## config.mk

```make
export PLATFORM = sky130hd
export DESIGN_NAME = zxd_top
export DESIGN_NICKNAME = d
export VERILOG_FILES = /design/src/common/zxd_pkg.sv /design/src/logic/zxd_sync.sv /design/src/logic/zxd_edge.sv /design/src/logic/zxd_top.sv
export SDC_FILE = /design/constraint.sdc
export NUM_CORES = 1
export LEC_CHECK = 0
export BUFFER_PORTS_ARGS = -buffer_cell sky130_fd_sc_hd__buf_4
export CORE_UTILIZATION = 45
export CTS_BUF_LIST = sky130_fd_sc_hd__clkbuf_16
export CTS_CLUSTER_DIAMETER = 100
export DETAILED_ROUTE_END_ITERATION = 12
export HOLD_SLACK_MARGIN = 0.05
export PLACE_DENSITY = 0.84
export SLEW_MARGIN = 25
export SYNTH_ARGS = -nofsm -noshare
export SYNTH_HDL_FRONTEND = slang
export SYNTH_SLANG_ARGS = --single-unit
```

## constraint.sdc

```tcl
create_clock -name pclk -period 4.2 [get_ports pclk]
set_input_delay 0.21 -clock pclk [delete_from_list [all_inputs] [get_ports pclk]]
set_output_delay 0.21 -clock pclk [all_outputs]
set_load 0.05 [all_outputs]
```

## src/common/zxd_pkg.sv

```systemverilog
// Package for the zero-cross detector logic: register map, field positions and reset values.
// Assumes a 32-bit APB slave with byte addresses and one register per aligned word.
package zxd_pkg;

    // Bus widths.
    localparam int ADDR_W = 8;
    localparam int DATA_W = 32;

    // Register byte offsets.
    localparam logic [ADDR_W-1:0] OFF_CTRL  = 8'h00;  // zero_cross_control.
    localparam logic [ADDR_W-1:0] OFF_STAT  = 8'h04;  // Sticky event status, read only.
    localparam logic [ADDR_W-1:0] OFF_CLR   = 8'h08;  // Write one to clear, write only.
    localparam logic [ADDR_W-1:0] OFF_IEN   = 8'h0c;  // crossing_irq_enable.
    localparam logic [ADDR_W-1:0] OFF_GATE  = 8'h10;  // irq_control_reg gates.

    // Control register field positions.
    localparam int CTRL_EN   = 7;  // Module enable.
    localparam int CTRL_OUT  = 5;  // zero_cross_output, read only.
    localparam int CTRL_INV  = 4;  // output_invert.
    localparam int CTRL_RISE = 1;  // rise_irq_enable.
    localparam int CTRL_FALL = 0;  // fall_irq_enable.

    // Status, clear and enable share one layout.
    localparam int IRQ_FLAG  = 0;  // crossing_irq_flag.

    // Gate register field positions.
    localparam int GATE_PERI = 1;  // peripheral_irq_gate.
    localparam int GATE_GLOB = 0;  // global_irq_gate.

    // Synchroniser depth and the terminal count of the settle counter.
    localparam int         SYNC_STAGES = 2;
    localparam logic [1:0] SETTLE_CNT  = 2'h2;

    // Control bits held by the block.
    typedef struct packed {
        logic enable;
        logic invert;
        logic rise_en;
        logic fall_en;
    } zxd_ctrl_t;

    // Interrupt gates held by the block.
    typedef struct packed {
        logic irq_en;
        logic peri_gate;
        logic glob_gate;
    } zxd_gate_t;

    // Reset values; enable is loaded from the strap once it has settled.
    localparam zxd_ctrl_t CTRL_RST = '{enable: 1'b0, invert: 1'b0, rise_en: 1'b0, fall_en: 1'b0};
    localparam zxd_gate_t GATE_RST = '{irq_en: 1'b0, peri_gate: 1'b0, glob_gate: 1'b0};

endpackage

```

## src/logic/zxd_sync.sv

```systemverilog
// Two-flop synchroniser for a group of independent level inputs.
// Assumes each bit is a slow level; bits are not coherent with one another.
`timescale 1ns/1ps
`default_nettype none
module zxd_sync #(
    parameter int WIDTH = 1
) (
    input  wire logic             pclk,
    input  wire logic             presetn,
    input  wire logic [WIDTH-1:0] async_i,
    output var  logic [WIDTH-1:0] sync_o
);
    import zxd_pkg::*;

    // First stage; only the second stage reads it.
    logic [WIDTH-1:0] meta_q;

    // Both stages clear to zero under reset.
    always_ff @(posedge pclk or negedge presetn) begin
        if (!presetn) begin
            meta_q <= '0;
            sync_o <= '0;
        end else begin
            meta_q <= async_i;
            sync_o <= meta_q;
        end
    end

endmodule
`default_nettype wire

```

## src/logic/zxd_edge.sv

```systemverilog
// Rising and falling edge detector on a synchronous level.
// Assumes the level is already on pclk; pulses last exactly one cycle.
`timescale 1ns/1ps
`default_nettype none
module zxd_edge (
    input  wire logic pclk,
    input  wire logic presetn,
    input  wire logic level_i,
    output var  logic rise_o,
    output var  logic fall_o
);
    import zxd_pkg::*;

    // Level seen one cycle earlier.
    logic prev_q;

    // Track the previous level.
    always_ff @(posedge pclk or negedge presetn) begin
        if (!presetn) begin
            prev_q <= 1'b0;
        end else begin
            prev_q <= level_i;
        end
    end

    // A change in either direction gives one pulse.
    always_comb begin
        rise_o = level_i & ~prev_q;
        fall_o = ~level_i & prev_q;
    end

endmodule
`default_nettype wire

```

## src/logic/zxd_top.sv

```systemverilog
// Digital side of the zero-cross detector with an APB register file.
// Assumes the analog front end drives a sink-active level and a power-up strap
// selects whether the unit starts enabled.
//
// How it works
// - Raw input high means front end sinks.
// - Output follows sink state when not inverted.
// - Invert bit flips the output status.
// - Polarity applies even with module disabled.
// - Rise and fall detectors watch inverted output.
// - Per-direction enables qualify each detector.
// - Qualified edge sets flag, independent of gates.
// - Irq needs flag, enable, peripheral, global gates.
// - Toggling polarity may raise an edge.
// - Set beats a simultaneous clear.
// - Detection and irq keep running in sleep.
// - Strap low makes unit start enabled.
//
// The address map and the APB register port were decided locally.
`timescale 1ns/1ps
`default_nettype none
module zxd_top (
    input  wire logic                       pclk,
    input  wire logic                       presetn,
    input  wire logic                       psel,
    input  wire logic                       penable,
    input  wire logic                       pwrite,
    input  wire logic [zxd_pkg::ADDR_W-1:0] paddr,
    input  wire logic [zxd_pkg::DATA_W-1:0] pwdata,
    output var  logic [zxd_pkg::DATA_W-1:0] prdata,
    output var  logic                       pready,
    output var  logic                       pslverr,
    input  wire logic                       sink_active_raw,
    input  wire logic                       config_default_off,
    output var  logic                       zero_cross_output,
    output var  logic                       unit_enable,
    output var  logic                       irq
);
    import zxd_pkg::*;

    // Address match, used by both the read and the write decoders.
    function automatic logic addr_is(input logic [ADDR_W-1:0] a,
                                     input logic [ADDR_W-1:0] off);
        addr_is = (a == off);
    endfunction

    // Synchronised pin levels.
    logic [1:0]       pins_sync;     // Bit 1 strap, bit 0 sink state.
    logic             sink_lvl;      // Sink active, on pclk.
    logic             strap_lvl;     // Default-off strap, on pclk.

    // Software-visible state.
    zxd_ctrl_t        ctrl_q;        // Control bits.
    zxd_gate_t        gate_q;        // Interrupt enable and gates.
    logic             flag_q;        // Sticky crossing flag.
    logic             out_q;         // Polarity-applied output.

    // Start-up strap capture.
    logic [1:0]       settle_q;      // Cycles since reset release.
    logic             strap_done_q;  // Strap has been applied.

    // Edge detection.
    logic             rise_p;        // Output rose this cycle.
    logic             fall_p;        // Output fell this cycle.
    logic             edge_hit;      // Qualified edge.

    // Bus strobes.
    logic             wr_acc;        // Write completes this edge.
    logic             clr_hit;       // Flag clear requested.
    logic             setup_ph;      // Setup phase of a transfer.
    logic             mapped;        // Address is decoded.

    // Both pins pass two flops before anything reads them.
    zxd_sync #(
        .WIDTH (2)
    ) u_sync (
        .pclk    (pclk),
        .presetn (presetn),
        .async_i ({config_default_off, sink_active_raw}),
        .sync_o  (pins_sync)
    );

    // Split the synchronised group.
    always_comb begin
        sink_lvl  = pins_sync[0];
        strap_lvl = pins_sync[1];
    end

    // The output is built from the input and the invert bit alone, never from
    // the enable, so the status still tracks polarity while the unit is off.
    always_ff @(posedge pclk or negedge presetn) begin
        if (!presetn) begin
            out_q <= 1'b0;
        end else begin
            out_q <= sink_lvl ^ ctrl_q.invert;
        end
    end

    // Edges are taken after inversion, so a polarity write can fire one.
    zxd_edge u_edge (
        .pclk    (pclk),
        .presetn (presetn),
        .level_i (out_q),
        .rise_o  (rise_p),
        .fall_o  (fall_p)
    );

    // Each direction passes only with its own enable set.
    always_comb begin
        edge_hit = (rise_p & ctrl_q.rise_en) | (fall_p & ctrl_q.fall_en);
    end

    // Bus phase decoding.
    always_comb begin
        setup_ph = psel & ~penable;
        wr_acc   = psel & penable & pready & pwrite;
        clr_hit  = wr_acc & addr_is(paddr, OFF_CLR) & pwdata[IRQ_FLAG];
    end

    // Decoded addresses; anything else answers with an error.
    always_comb begin
        if (addr_is(paddr, OFF_CTRL)) begin
            mapped = 1'b1;
        end else if (addr_is(paddr, OFF_STAT)) begin
            mapped = 1'b1;
        end else if (addr_is(paddr, OFF_CLR)) begin
            mapped = 1'b1;
        end else if (addr_is(paddr, OFF_IEN)) begin
            mapped = 1'b1;
        end else if (addr_is(paddr, OFF_GATE)) begin
            mapped = 1'b1;
        end else begin
            mapped = 1'b0;
        end
    end

    // Count the cycles the strap needs to cross the synchroniser.
    always_ff @(posedge pclk or negedge presetn) begin
        if (!presetn) begin
            settle_q     <= '0;
            strap_done_q <= 1'b0;
        end else if (settle_q != SETTLE_CNT) begin
            settle_q <= settle_q + 2'h1;
        end else begin
            strap_done_q <= 1'b1;
        end
    end

    // Control register; the enable default comes from the strap once settled.
    always_ff @(posedge pclk or negedge presetn) begin
        if (!presetn) begin
            ctrl_q <= CTRL_RST;
        end else if (!strap_done_q && settle_q == SETTLE_CNT) begin
            ctrl_q.enable <= ~strap_lvl;
        end else if (wr_acc && addr_is(paddr, OFF_CTRL)) begin
            ctrl_q.enable  <= pwdata[CTRL_EN];
            ctrl_q.invert  <= pwdata[CTRL_INV];
            ctrl_q.rise_en <= pwdata[CTRL_RISE];
            ctrl_q.fall_en <= pwdata[CTRL_FALL];
        end
    end

    // Interrupt enable and the two upstream gates.
    always_ff @(posedge pclk or negedge presetn) begin
        if (!presetn) begin
            gate_q <= GATE_RST;
        end else if (wr_acc && addr_is(paddr, OFF_IEN)) begin
            gate_q.irq_en <= pwdata[IRQ_FLAG];
        end else if (wr_acc && addr_is(paddr, OFF_GATE)) begin
            gate_q.peri_gate <= pwdata[GATE_PERI];
            gate_q.glob_gate <= pwdata[GATE_GLOB];
        end
    end

    // Sticky flag: only software clears it, and a new edge in the same cycle
    // wins so that no crossing is lost while the handler runs.
    always_ff @(posedge pclk or negedge presetn) begin
        if (!presetn) begin
            flag_q <= 1'b0;
        end else if (edge_hit) begin
            flag_q <= 1'b1;
        end else if (clr_hit) begin
            flag_q <= 1'b0;
        end
    end

    // Interrupt output: every gate must be set. Nothing here looks at a
    // low-power state, so the flag and the line work on while asleep.
    always_ff @(posedge pclk or negedge presetn) begin
        if (!presetn) begin
            irq <= 1'b0;
        end else begin
            irq <= flag_q & gate_q.irq_en & gate_q.peri_gate & gate_q.glob_gate;
        end
    end

    // Pin-side copies of the output and the enable.
    always_ff @(posedge pclk or negedge presetn) begin
        if (!presetn) begin
            zero_cross_output <= 1'b0;
            unit_enable       <= 1'b0;
        end else begin
            zero_cross_output <= out_q;
            unit_enable       <= ctrl_q.enable;
        end
    end

    // The slave answers in the first access cycle; ready is registered, so
    // it is raised from the setup phase and dropped right after.
    always_ff @(posedge pclk or negedge presetn) begin
        if (!presetn) begin
            pready  <= 1'b0;
            pslverr <= 1'b0;
        end else begin
            pready  <= setup_ph;
            pslverr <= setup_ph & ~mapped;
        end
    end

    // Read data is captured in the setup phase; write-only and unmapped
    // words read as zero.
    always_ff @(posedge pclk or negedge presetn) begin
        if (!presetn) begin
            prdata <= '0;
        end else if (setup_ph && !pwrite) begin
            prdata <= '0;
            if (addr_is(paddr, OFF_CTRL)) begin
                prdata[CTRL_EN]   <= ctrl_q.enable;
                prdata[CTRL_OUT]  <= out_q;
                prdata[CTRL_INV]  <= ctrl_q.invert;
                prdata[CTRL_RISE] <= ctrl_q.rise_en;
                prdata[CTRL_FALL] <= ctrl_q.fall_en;
            end else if (addr_is(paddr, OFF_STAT)) begin
                prdata[IRQ_FLAG] <= flag_q;
            end else if (addr_is(paddr, OFF_IEN)) begin
                prdata[IRQ_FLAG] <= gate_q.irq_en;
            end else if (addr_is(paddr, OFF_GATE)) begin
                prdata[GATE_PERI] <= gate_q.peri_gate;
                prdata[GATE_GLOB] <= gate_q.glob_gate;
            end
        end
    end
endmodule
`default_nettype wire

```

==> results of run 1 <==
[power by group through the flow]
stage | clock (mW) | sequential, mW | combinational, mW
2_1_floorplan | 0 | 0.278 | 0.0826
5_1_grt | 0.219 | 0.262 | 0.112
4_1_cts | 0.204 | 0.261 | 0.107
3_3_place_gp | 0 | 0.265 | 0.104
3_5_place_dp | 0 | 0.266 | 0.106
6_report | 0.200 | 0.261 | 0.106
[through the flow]
stage | total power [mW] | worst slack (ps) | hold slack, ps | area, µm² | instances
finish | 0.568 | 2400 | 59.6 | 1520 | 171
global route | 0.592 | 2310 | 50.5 | 1520 | 171
CTS | 0.571 | 2380 | 58.9 | 1520 | 171
detailed placement | 0.371 | 2230 | 130 | 1440 | 167
global placement | 0.369 | 2250 | 129 | 1440 | 167
floorplan | 0.360 | 2370 | -85.6 | 1410 | 137
[final timing paths]
| check | from | endpoint | depth (start not counted) |
|---|---|---|---|
| max | settle_q[0]$_DFFE_PN0P_ | ctrl_q[2]$_DFFE_PN0P_ | 5 |
| min | config_default_off | u_sync.meta_q[1]$_DFF_PN0_ | 1 |
| max reg2reg | settle_q[0]$_DFFE_PN0P_ | ctrl_q[2]$_DFFE_PN0P_ | 5 |
| min reg2reg | u_sync.meta_q[0]$_DFF_PN0_ | u_sync.sync_o[0]$_DFF_PN0_ | 0 |
| max in group asynchronous | presetn | prdata[5]$_DFFE_PN0P_ | 2 |
| min in group asynchronous | presetn | pslverr$_DFF_PN0_ | 2 |
[cell families (layout without fill, tap and decap cells)]
| logic type | after synthesis | after routing |
|---|---|---|
| fa+ha+maj | 1 | 1 |
| simple gates | 27 | 27 |
| xor+xnor | 2 | 2 |
| buf+inv | 32 | 35 |
| other cells | 1 | 27 |
| compound gates | 14 | 14 |
| flops | 26 | 26 |
| mux | 8 | 8 |
[layout make-up]
cell class | count | area share [%]
clock buffer | 3 | 4.93
multi-input combinational | 79 | 34.6
sequential | 26 | 42.7
inverter | 3 | 0.739
tap | 31 | 2.55
timing repair buffer | 29 | 14.4
[flip-flops by register name, summed over array words and instances (netlist names)]
name           count
pslverr            1
pready             1
gate_q             3
strap_done_q       1
unit_enable        1
u_edge.prev_q      1
ctrl_q             4
irq                1
u_sync.sync_o      2
flag_q             1
settle_q           2
out_q              1
u_sync.meta_q      2
prdata             5
[placed cells by master (no fill, tap or decap), types with 2 or more instances in the layout]
master,synthesis,final
conb_1,1,27
buf_4,27,28
or2_2,2,2
dfrtp_1,26,26
and3b_1,2,2
mux2_2,4,4
nor4_1,4,4
and4_1,2,2
inv_1,3,3
nor2b_1,2,2
o21ai_0,2,2
mux2_4,3,3
or4_4,2,2
a21oi_1,3,3
clkbuf_16,0,3
nor3_1,2,2
nor4b_1,2,2
a22o_1,3,3
[timing repair]
item                      in CTS  in global routing
hold buffers                   1                  0
resized for setup              0                  0
hold endpoints to repair      26                  0
[worst reg2reg max path, cell delays in order, from the launching register on]
cell and delay (ps):
dfrtp_1 370, inv_1 50, ha_1 240, and2b_1 220, or4_4 480, mux2_4 320
[metal layers]
layer | track usage [%] | vias up | share of wire [%]
met1 | 19.5 | 437 | 39
met5 | 0 | - | 0
li1 | - | 406 | -
met3 | 1.86 | 8 | 4.8
met4 | 7.67 | 0 | 2.2
met2 | 32.5 | 37 | 54
==> run_results.csv, run 1 <==
group,metric,value,unit
sta,finalCritPeriodShare,43.0,%
outcome,status,"finished, final reports clean",
clocking,cts_inserted_buffers,3,
sta,max_clock_freq,0.554,GHz
clocking,clk_pin_slew,60,ps
sta,period_minus_slack,1800,ps
pwr,switching_share,28.6,%
synthesis,synthSimpleGateAreaFrac,15.1,%
final_layout,fin_util,55.3,%
detailed_routing,vias,888,
critical_path,r2r_slack,2400,ps
final_layout,fillers,231,
synthesis,synth_area,1310,µm²
synthesis,synth_top_cell_by_area,"dfrtp_1",
sta,setup-violations-final,0,
clocking,cts_tree,"done",
critical_path,critPathKind,"flip-flop to flip-flop",
pwr,p_leak,0.769,nW
synthesis,synth_cell_type_count,38,
placement,place.gp.congestion,0.795,
detailed_routing,first_pass_iters,4,
sta,worstMarginPinSlew,809,ps
global_route,track_usage,17.2,%
synthesis,seq_area_frac_synth,49.7,%
pwr,power.internal,0.405,mW
floorplan,dieArea,3130,µm²
sta,max_slew_margin,45.6,%
critical_path,crit_chain,"inv_1 -> ha_1 -> and2b_1 -> or4_4 -> mux2_4",
synthesis,synth_common_cells,"buf_4, dfrtp_1, mux2_2, nor4_1",
critical_path,endpoint_kind,"flip-flop",
synthesis,ys_ff_latch,26,
critical_path,cp_top_family,"simple AND/OR/NAND/NOR gates",
final_layout,syn2layout_area_growth,16.3,%
clocking,clockRootBuffer,"clkbuf_16",
pwr,combPwrFrac,18.8,%
sta,drv_slew,0,
clocking,post_cts_buffers,0,
synthesis,yosysWarnings,0,
placement,hpwl,1860,µm
synthesis,synthMuxAreaShare,7.64,%
detailed_routing,ant_nets,0,
synthesis,synth_area_leaders,"dfrtp_1, buf_4, mux2_2, mux2_4, a22o_1",
sta,setup_tns,0,ps
critical_path,startpoint_type,"flip-flop",
global_route,antenna_found_initial,0,
floorplan,row_count,19,
run,maxCapViolCount,0,
critical_path,cp.arrival,1940,ps
floorplan,die_w,56.0,µm
global_route,grt_max_degree,27,
critical_path,worstPathMaxFanout,4,
synthesis,synth_top_family_by_area,"buffers and inverters",
critical_path,required,4330,ps
floorplan,ios,84,
synthesis,synthCells,111,
clocking,cts_htree_levels,1,
global_route,grt_pass1_vias,900,
synthesis,ys_dominant_reg_cell,"dfrtp_1",
critical_path,critical_path.n_buffers_inverters,1,
sta,final_hold_viol_count,0,
global_route,grt_overflow_total,0,
clocking,insertion_delay,250,ps
global_route,grt_pass1_wl,4170,µm
synthesis,synth_xor_area_share,1.34,%
floorplan,core,2760,µm²
critical_path,critPathMaxStageDelay,480,ps
synthesis,synthAdderAreaFrac,0.955,%
detailed_routing,routedWlPerCell,14.2,µm
floorplan,start_util,47.5,%
synthesis,synthArstFlopShare,100,%
placement,port_buffers,28,
detailed_routing,routed_wirelength,2430,µm
synthesis,synth.top_cell.area_share,49.7,%
pwr,p_clk_share,35.3,%
sta,skew,4.18,ps
clocking,cts_max_path_buffers,2,
detailed_routing,drtIter0Drc,11,
pwr,switchingPower,0.162,mW
detailed_routing,viasPerCell,5.19,
synthesis,yosysMostFrequentCell,"buf_4",
pwr,cellPowerDensity,372,nW/µm²
clocking,clock_sinks,26,
floorplan,dieHeight,56.0,µm
critical_path,cpMaxStageDelayCell,"or4_4",
synthesis,avgSynthCellArea,11.8,µm²
final_layout,seq_area,651,µm²
min_path,hold_class,"input port to flip-flop",
detailed_routing,drc_errors,0,
final_layout,multi_input_area,528,µm²
final_layout,diodes,0,
sta,grt_setup_unrepaired,"no",
final_layout,fin_nets,190,
final_layout,drive_above_1_share,31.4,%
synthesis,synth_edf_count,0,
pwr,power_frac_seq,46.0,%
synthesis,synth-compound-area-share,7.55,%
pwr,vdd_drop_max,0.248,mV
Note: power is estimated with default switching activity, not from simulation.
==> run 2, diff against run 1 <==
--- a/config.mk
+++ b/config.mk
@@ -5,13 +5,14 @@
 export SDC_FILE = /design/constraint.sdc
 export NUM_CORES = 1
 export LEC_CHECK = 0
+export ABC_AREA = 1
 export BUFFER_PORTS_ARGS = -buffer_cell sky130_fd_sc_hd__buf_4
-export CORE_UTILIZATION = 45
+export CORE_UTILIZATION = 43
 export CTS_BUF_LIST = sky130_fd_sc_hd__clkbuf_16
 export CTS_CLUSTER_DIAMETER = 100
 export DETAILED_ROUTE_END_ITERATION = 12
 export HOLD_SLACK_MARGIN = 0.05
-export PLACE_DENSITY = 0.84
+export PLACE_DENSITY = 0.79
 export SLEW_MARGIN = 25
 export SYNTH_ARGS = -nofsm -noshare
 export SYNTH_HDL_FRONTEND = slang
==> constraint.sdc (replaced) <==
create_clock -name pclk -period 1.9 [get_ports pclk]
set_input_delay 0.095 -clock pclk [delete_from_list [all_inputs] [get_ports pclk]]
set_output_delay 0.095 -clock pclk [all_outputs]
set_load 0.05 [all_outputs]
==> run 2 against run 1 <==
Cell count grew 35%. Sequential cell count is the same. Final area grew 12%. Die area grew 12%. Highest routed layer unchanged. Hold slack lost 10 ps.
==> run_results.csv, run 2 <==
group,metric,value,unit
sta,final_hold_viol_count,0,
critical_path,cp.arrival,1470,ps
clocking,cts_tree,"done",
global_route,grt_pass1_wl,3580,µm
floorplan,die_w,59.3,µm
detailed_routing,drc_errors,0,
critical_path,crit_chain,"inv_1 -> ha_1 -> nand2_1 -> or2_2 -> nand3_1",
final_layout,fin_nets,235,
global_route,grt_pass1_vias,857,
final_layout,largest-register,"prdata",
floorplan,core,3080,µm²
placement,place.gp.congestion,0.828,
floorplan,start_util,45.8,%
final_layout,largestRegisters,"prdata x5, ctrl_q x4, gate_q x3",
synthesis,synth_common_cells,"buf_4, dfrtp_1, nand2_1, inv_1, nor2_1",
sta,setup-violations-final,0,
placement,port_buffers,28,
synthesis,synth.top_cell.area_share,46.1,%
floorplan,row_count,20,
synthesis,avgSynthCellArea,9.28,µm²
sta,max_clock_freq,0.789,GHz
synthesis,ys_ff_latch,26,
sta,finalCritPeriodShare,66.7,%
critical_path,startpoint_type,"flip-flop",
final_layout,layout_common_cells,"buf_4, conb_1, nand2_1, dfrtp_1, inv_1",
sta,setup_ws,632,ps
synthesis,synth_area,1410,µm²
final_layout,seq_area,651,µm²
clocking,cts_resized,0,
final_layout,syn2layout_area_growth,20.9,%
floorplan,dieArea,3510,µm²
min_path,hold_class,"input port to flip-flop",
global_route,track_usage,13.5,%
final_layout,diodes,0,
critical_path,required,2100,ps
critical_path,critPathKind,"flip-flop to flip-flop",
pwr,p_leak,0.854,nW
final_layout,final_common_cell,"buf_4",
clocking,clockRootBuffer,"clkbuf_16",
critical_path,cpMaxStageDelayCell,"dfrtp_1",
detailed_routing,routed_wirelength,2080,µm
synthesis,synth_area_leaders,"dfrtp_1, buf_4, nand2_1, inv_1, nor2_4",
detailed_routing,vias,951,
clocking,insertion_delay,260,ps
global_route,grt_max_degree,27,
floorplan,dieHeight,59.3,µm
pwr,p_total,1.43,mW
detailed_routing,first_pass_iters,4,
synthesis,ys_dominant_reg_cell,"dfrtp_1",
synthesis,synthArstFlopShare,100,%
detailed_routing,drtIter0Drc,16,
critical_path,cp_top_family,"simple AND/OR/NAND/NOR gates",
critical_path,critPathMaxStageDelay,380,ps
clocking,cts_htree_levels,1,
clocking,clock_sinks,26,
final_layout,final_area,1710,µm²
final_layout,largest_register_ffs,5,
detailed_routing,viasPerCell,4.13,
final_layout,fillers,284,
detailed_routing,ant_nets,0,
final_layout,drive_above_1_share,26.9,%
detailed_routing,routedWlPerCell,9.06,µm
synthesis,yosysMostFrequentCell,"buf_4",
final_layout,multi_input_area,591,µm²
sta,setup_tns,0,ps
sta,skew,2.17,ps
synthesis,synth_cell_type_count,27,
synthesis,seq_area_frac_synth,46.1,%
critical_path,endpoint_kind,"flip-flop",
placement,dp_slack,643,ps
pwr,vdd_drop_max,0.429,mV
global_route,antenna_found_initial,0,
pwr,cellPowerDensity,841,nW/µm²
placement,hpwl,1570,µm
global_route,grt_overflow_total,0,
placement,dpl_cell_area,1570,µm²
sta,drv_slew,0,
critical_path,critical_path.n_buffers_inverters,1,
synthesis,synth_edf_count,0,
synthesis,synthCells,152,
clocking,clk_pin_slew,60,ps
sta,whs,49.6,ps
sta,grt_setup_unrepaired,"no",
critical_path,worstPathMaxFanout,5,
sta,period_minus_slack,1270,ps
synthesis,synth_top_cell_by_area,"dfrtp_1",
synthesis,yosysWarnings,0,
clocking,cts_inserted_buffers,3,
run,maxCapViolCount,0,
outcome,status,"finished, final reports clean",
floorplan,ios,84,
clocking,cts_max_path_buffers,2,
==> run 2: worst reg2reg max path: stages, from the launching register on <==
cell	delay, ps
dfrtp_1	380
inv_1	60
ha_1	230
nand2_1	160
or2_2	300
nand3_1	80
==> run 2: what timing repair did <==
item                                    4_1_cts  5_1_grt
hold buffers                                  3        0
buffers inserted                              0        0
hold endpoints to repair                     28        0
endpoints found under the setup margin        0        0
==> run 2: final cells by class <==
class	count	area share (%)
Timing Repair Buffer	31	14.1
Tap cell	44	3.23
Clock inverter	1	1.76
Sequential cell	26	38.2
Inverter	17	3.74
Clock buffer	3	4.40
Multi-Input combinational cell	108	34.6
==> run 2: layer usage <==
metal / track usage [%] / share of wire, %
met5: 0 / 0
met4: 7.48 / 2.4
met3: 1.31 / 4.4
met2: 22.5 / 49
met1: 17.3 / 44
==> run 2: final timing paths <==
| path | startpoint | to | slack, ps | depth (start not counted) |
|---|---|---|---|---|
| min in group asynchronous | presetn | settle_q[1]$_DFFE_PN0P_ | 290 | 2 |
| worst min register to register | u_sync.meta_q[1]$_DFF_PN0_ | u_sync.sync_o[1]$_DFF_PN0_ | 350 | 0 |
| worst max register to register | settle_q[0]$_DFFE_PN0P_ | ctrl_q[3]$_DFFE_PN0P_ | 630 | 5 |
| max in group asynchronous | presetn | pslverr$_DFF_PN0_ | 1360 | 2 |
| worst max-delay path | settle_q[0]$_DFFE_PN0P_ | ctrl_q[3]$_DFFE_PN0P_ | 630 | 5 |
| worst min-delay path | penable | pready$_DFF_PN0_ | 50 | 2 |
==> run 2: report_power, final <==
| group | switching (mW) | internal (mW) |
|---|---|---|
| combinational | 0.199 | 0.0534 |
| sequential | 0.00721 | 0.569 |
| clock | 0.187 | 0.419 |
==> run 2: cells by family after synthesis <==
family / Yosys count / synth area share (%)
AND/OR/NAND/NOR: 65 / 27.3
buffers and inverters: 44 / 18.9
flip-flops: 26 / 46.1
AO/OA/AOI/OAI: 13 / 5.24
XOR/XNOR: 2 / 1.24
adder cells (fa/ha/maj): 1 / 0.887
other: 1 / 0.266
==> run 2: through the flow <==
step | utilization, % | std cells
after global placement | 51.0 | 223
after CTS | 55.4 | 230
after global routing | 55.4 | 230
after detailed placement | 51.0 | 223
final | 55.4 | 230
after floorplan | - | 178
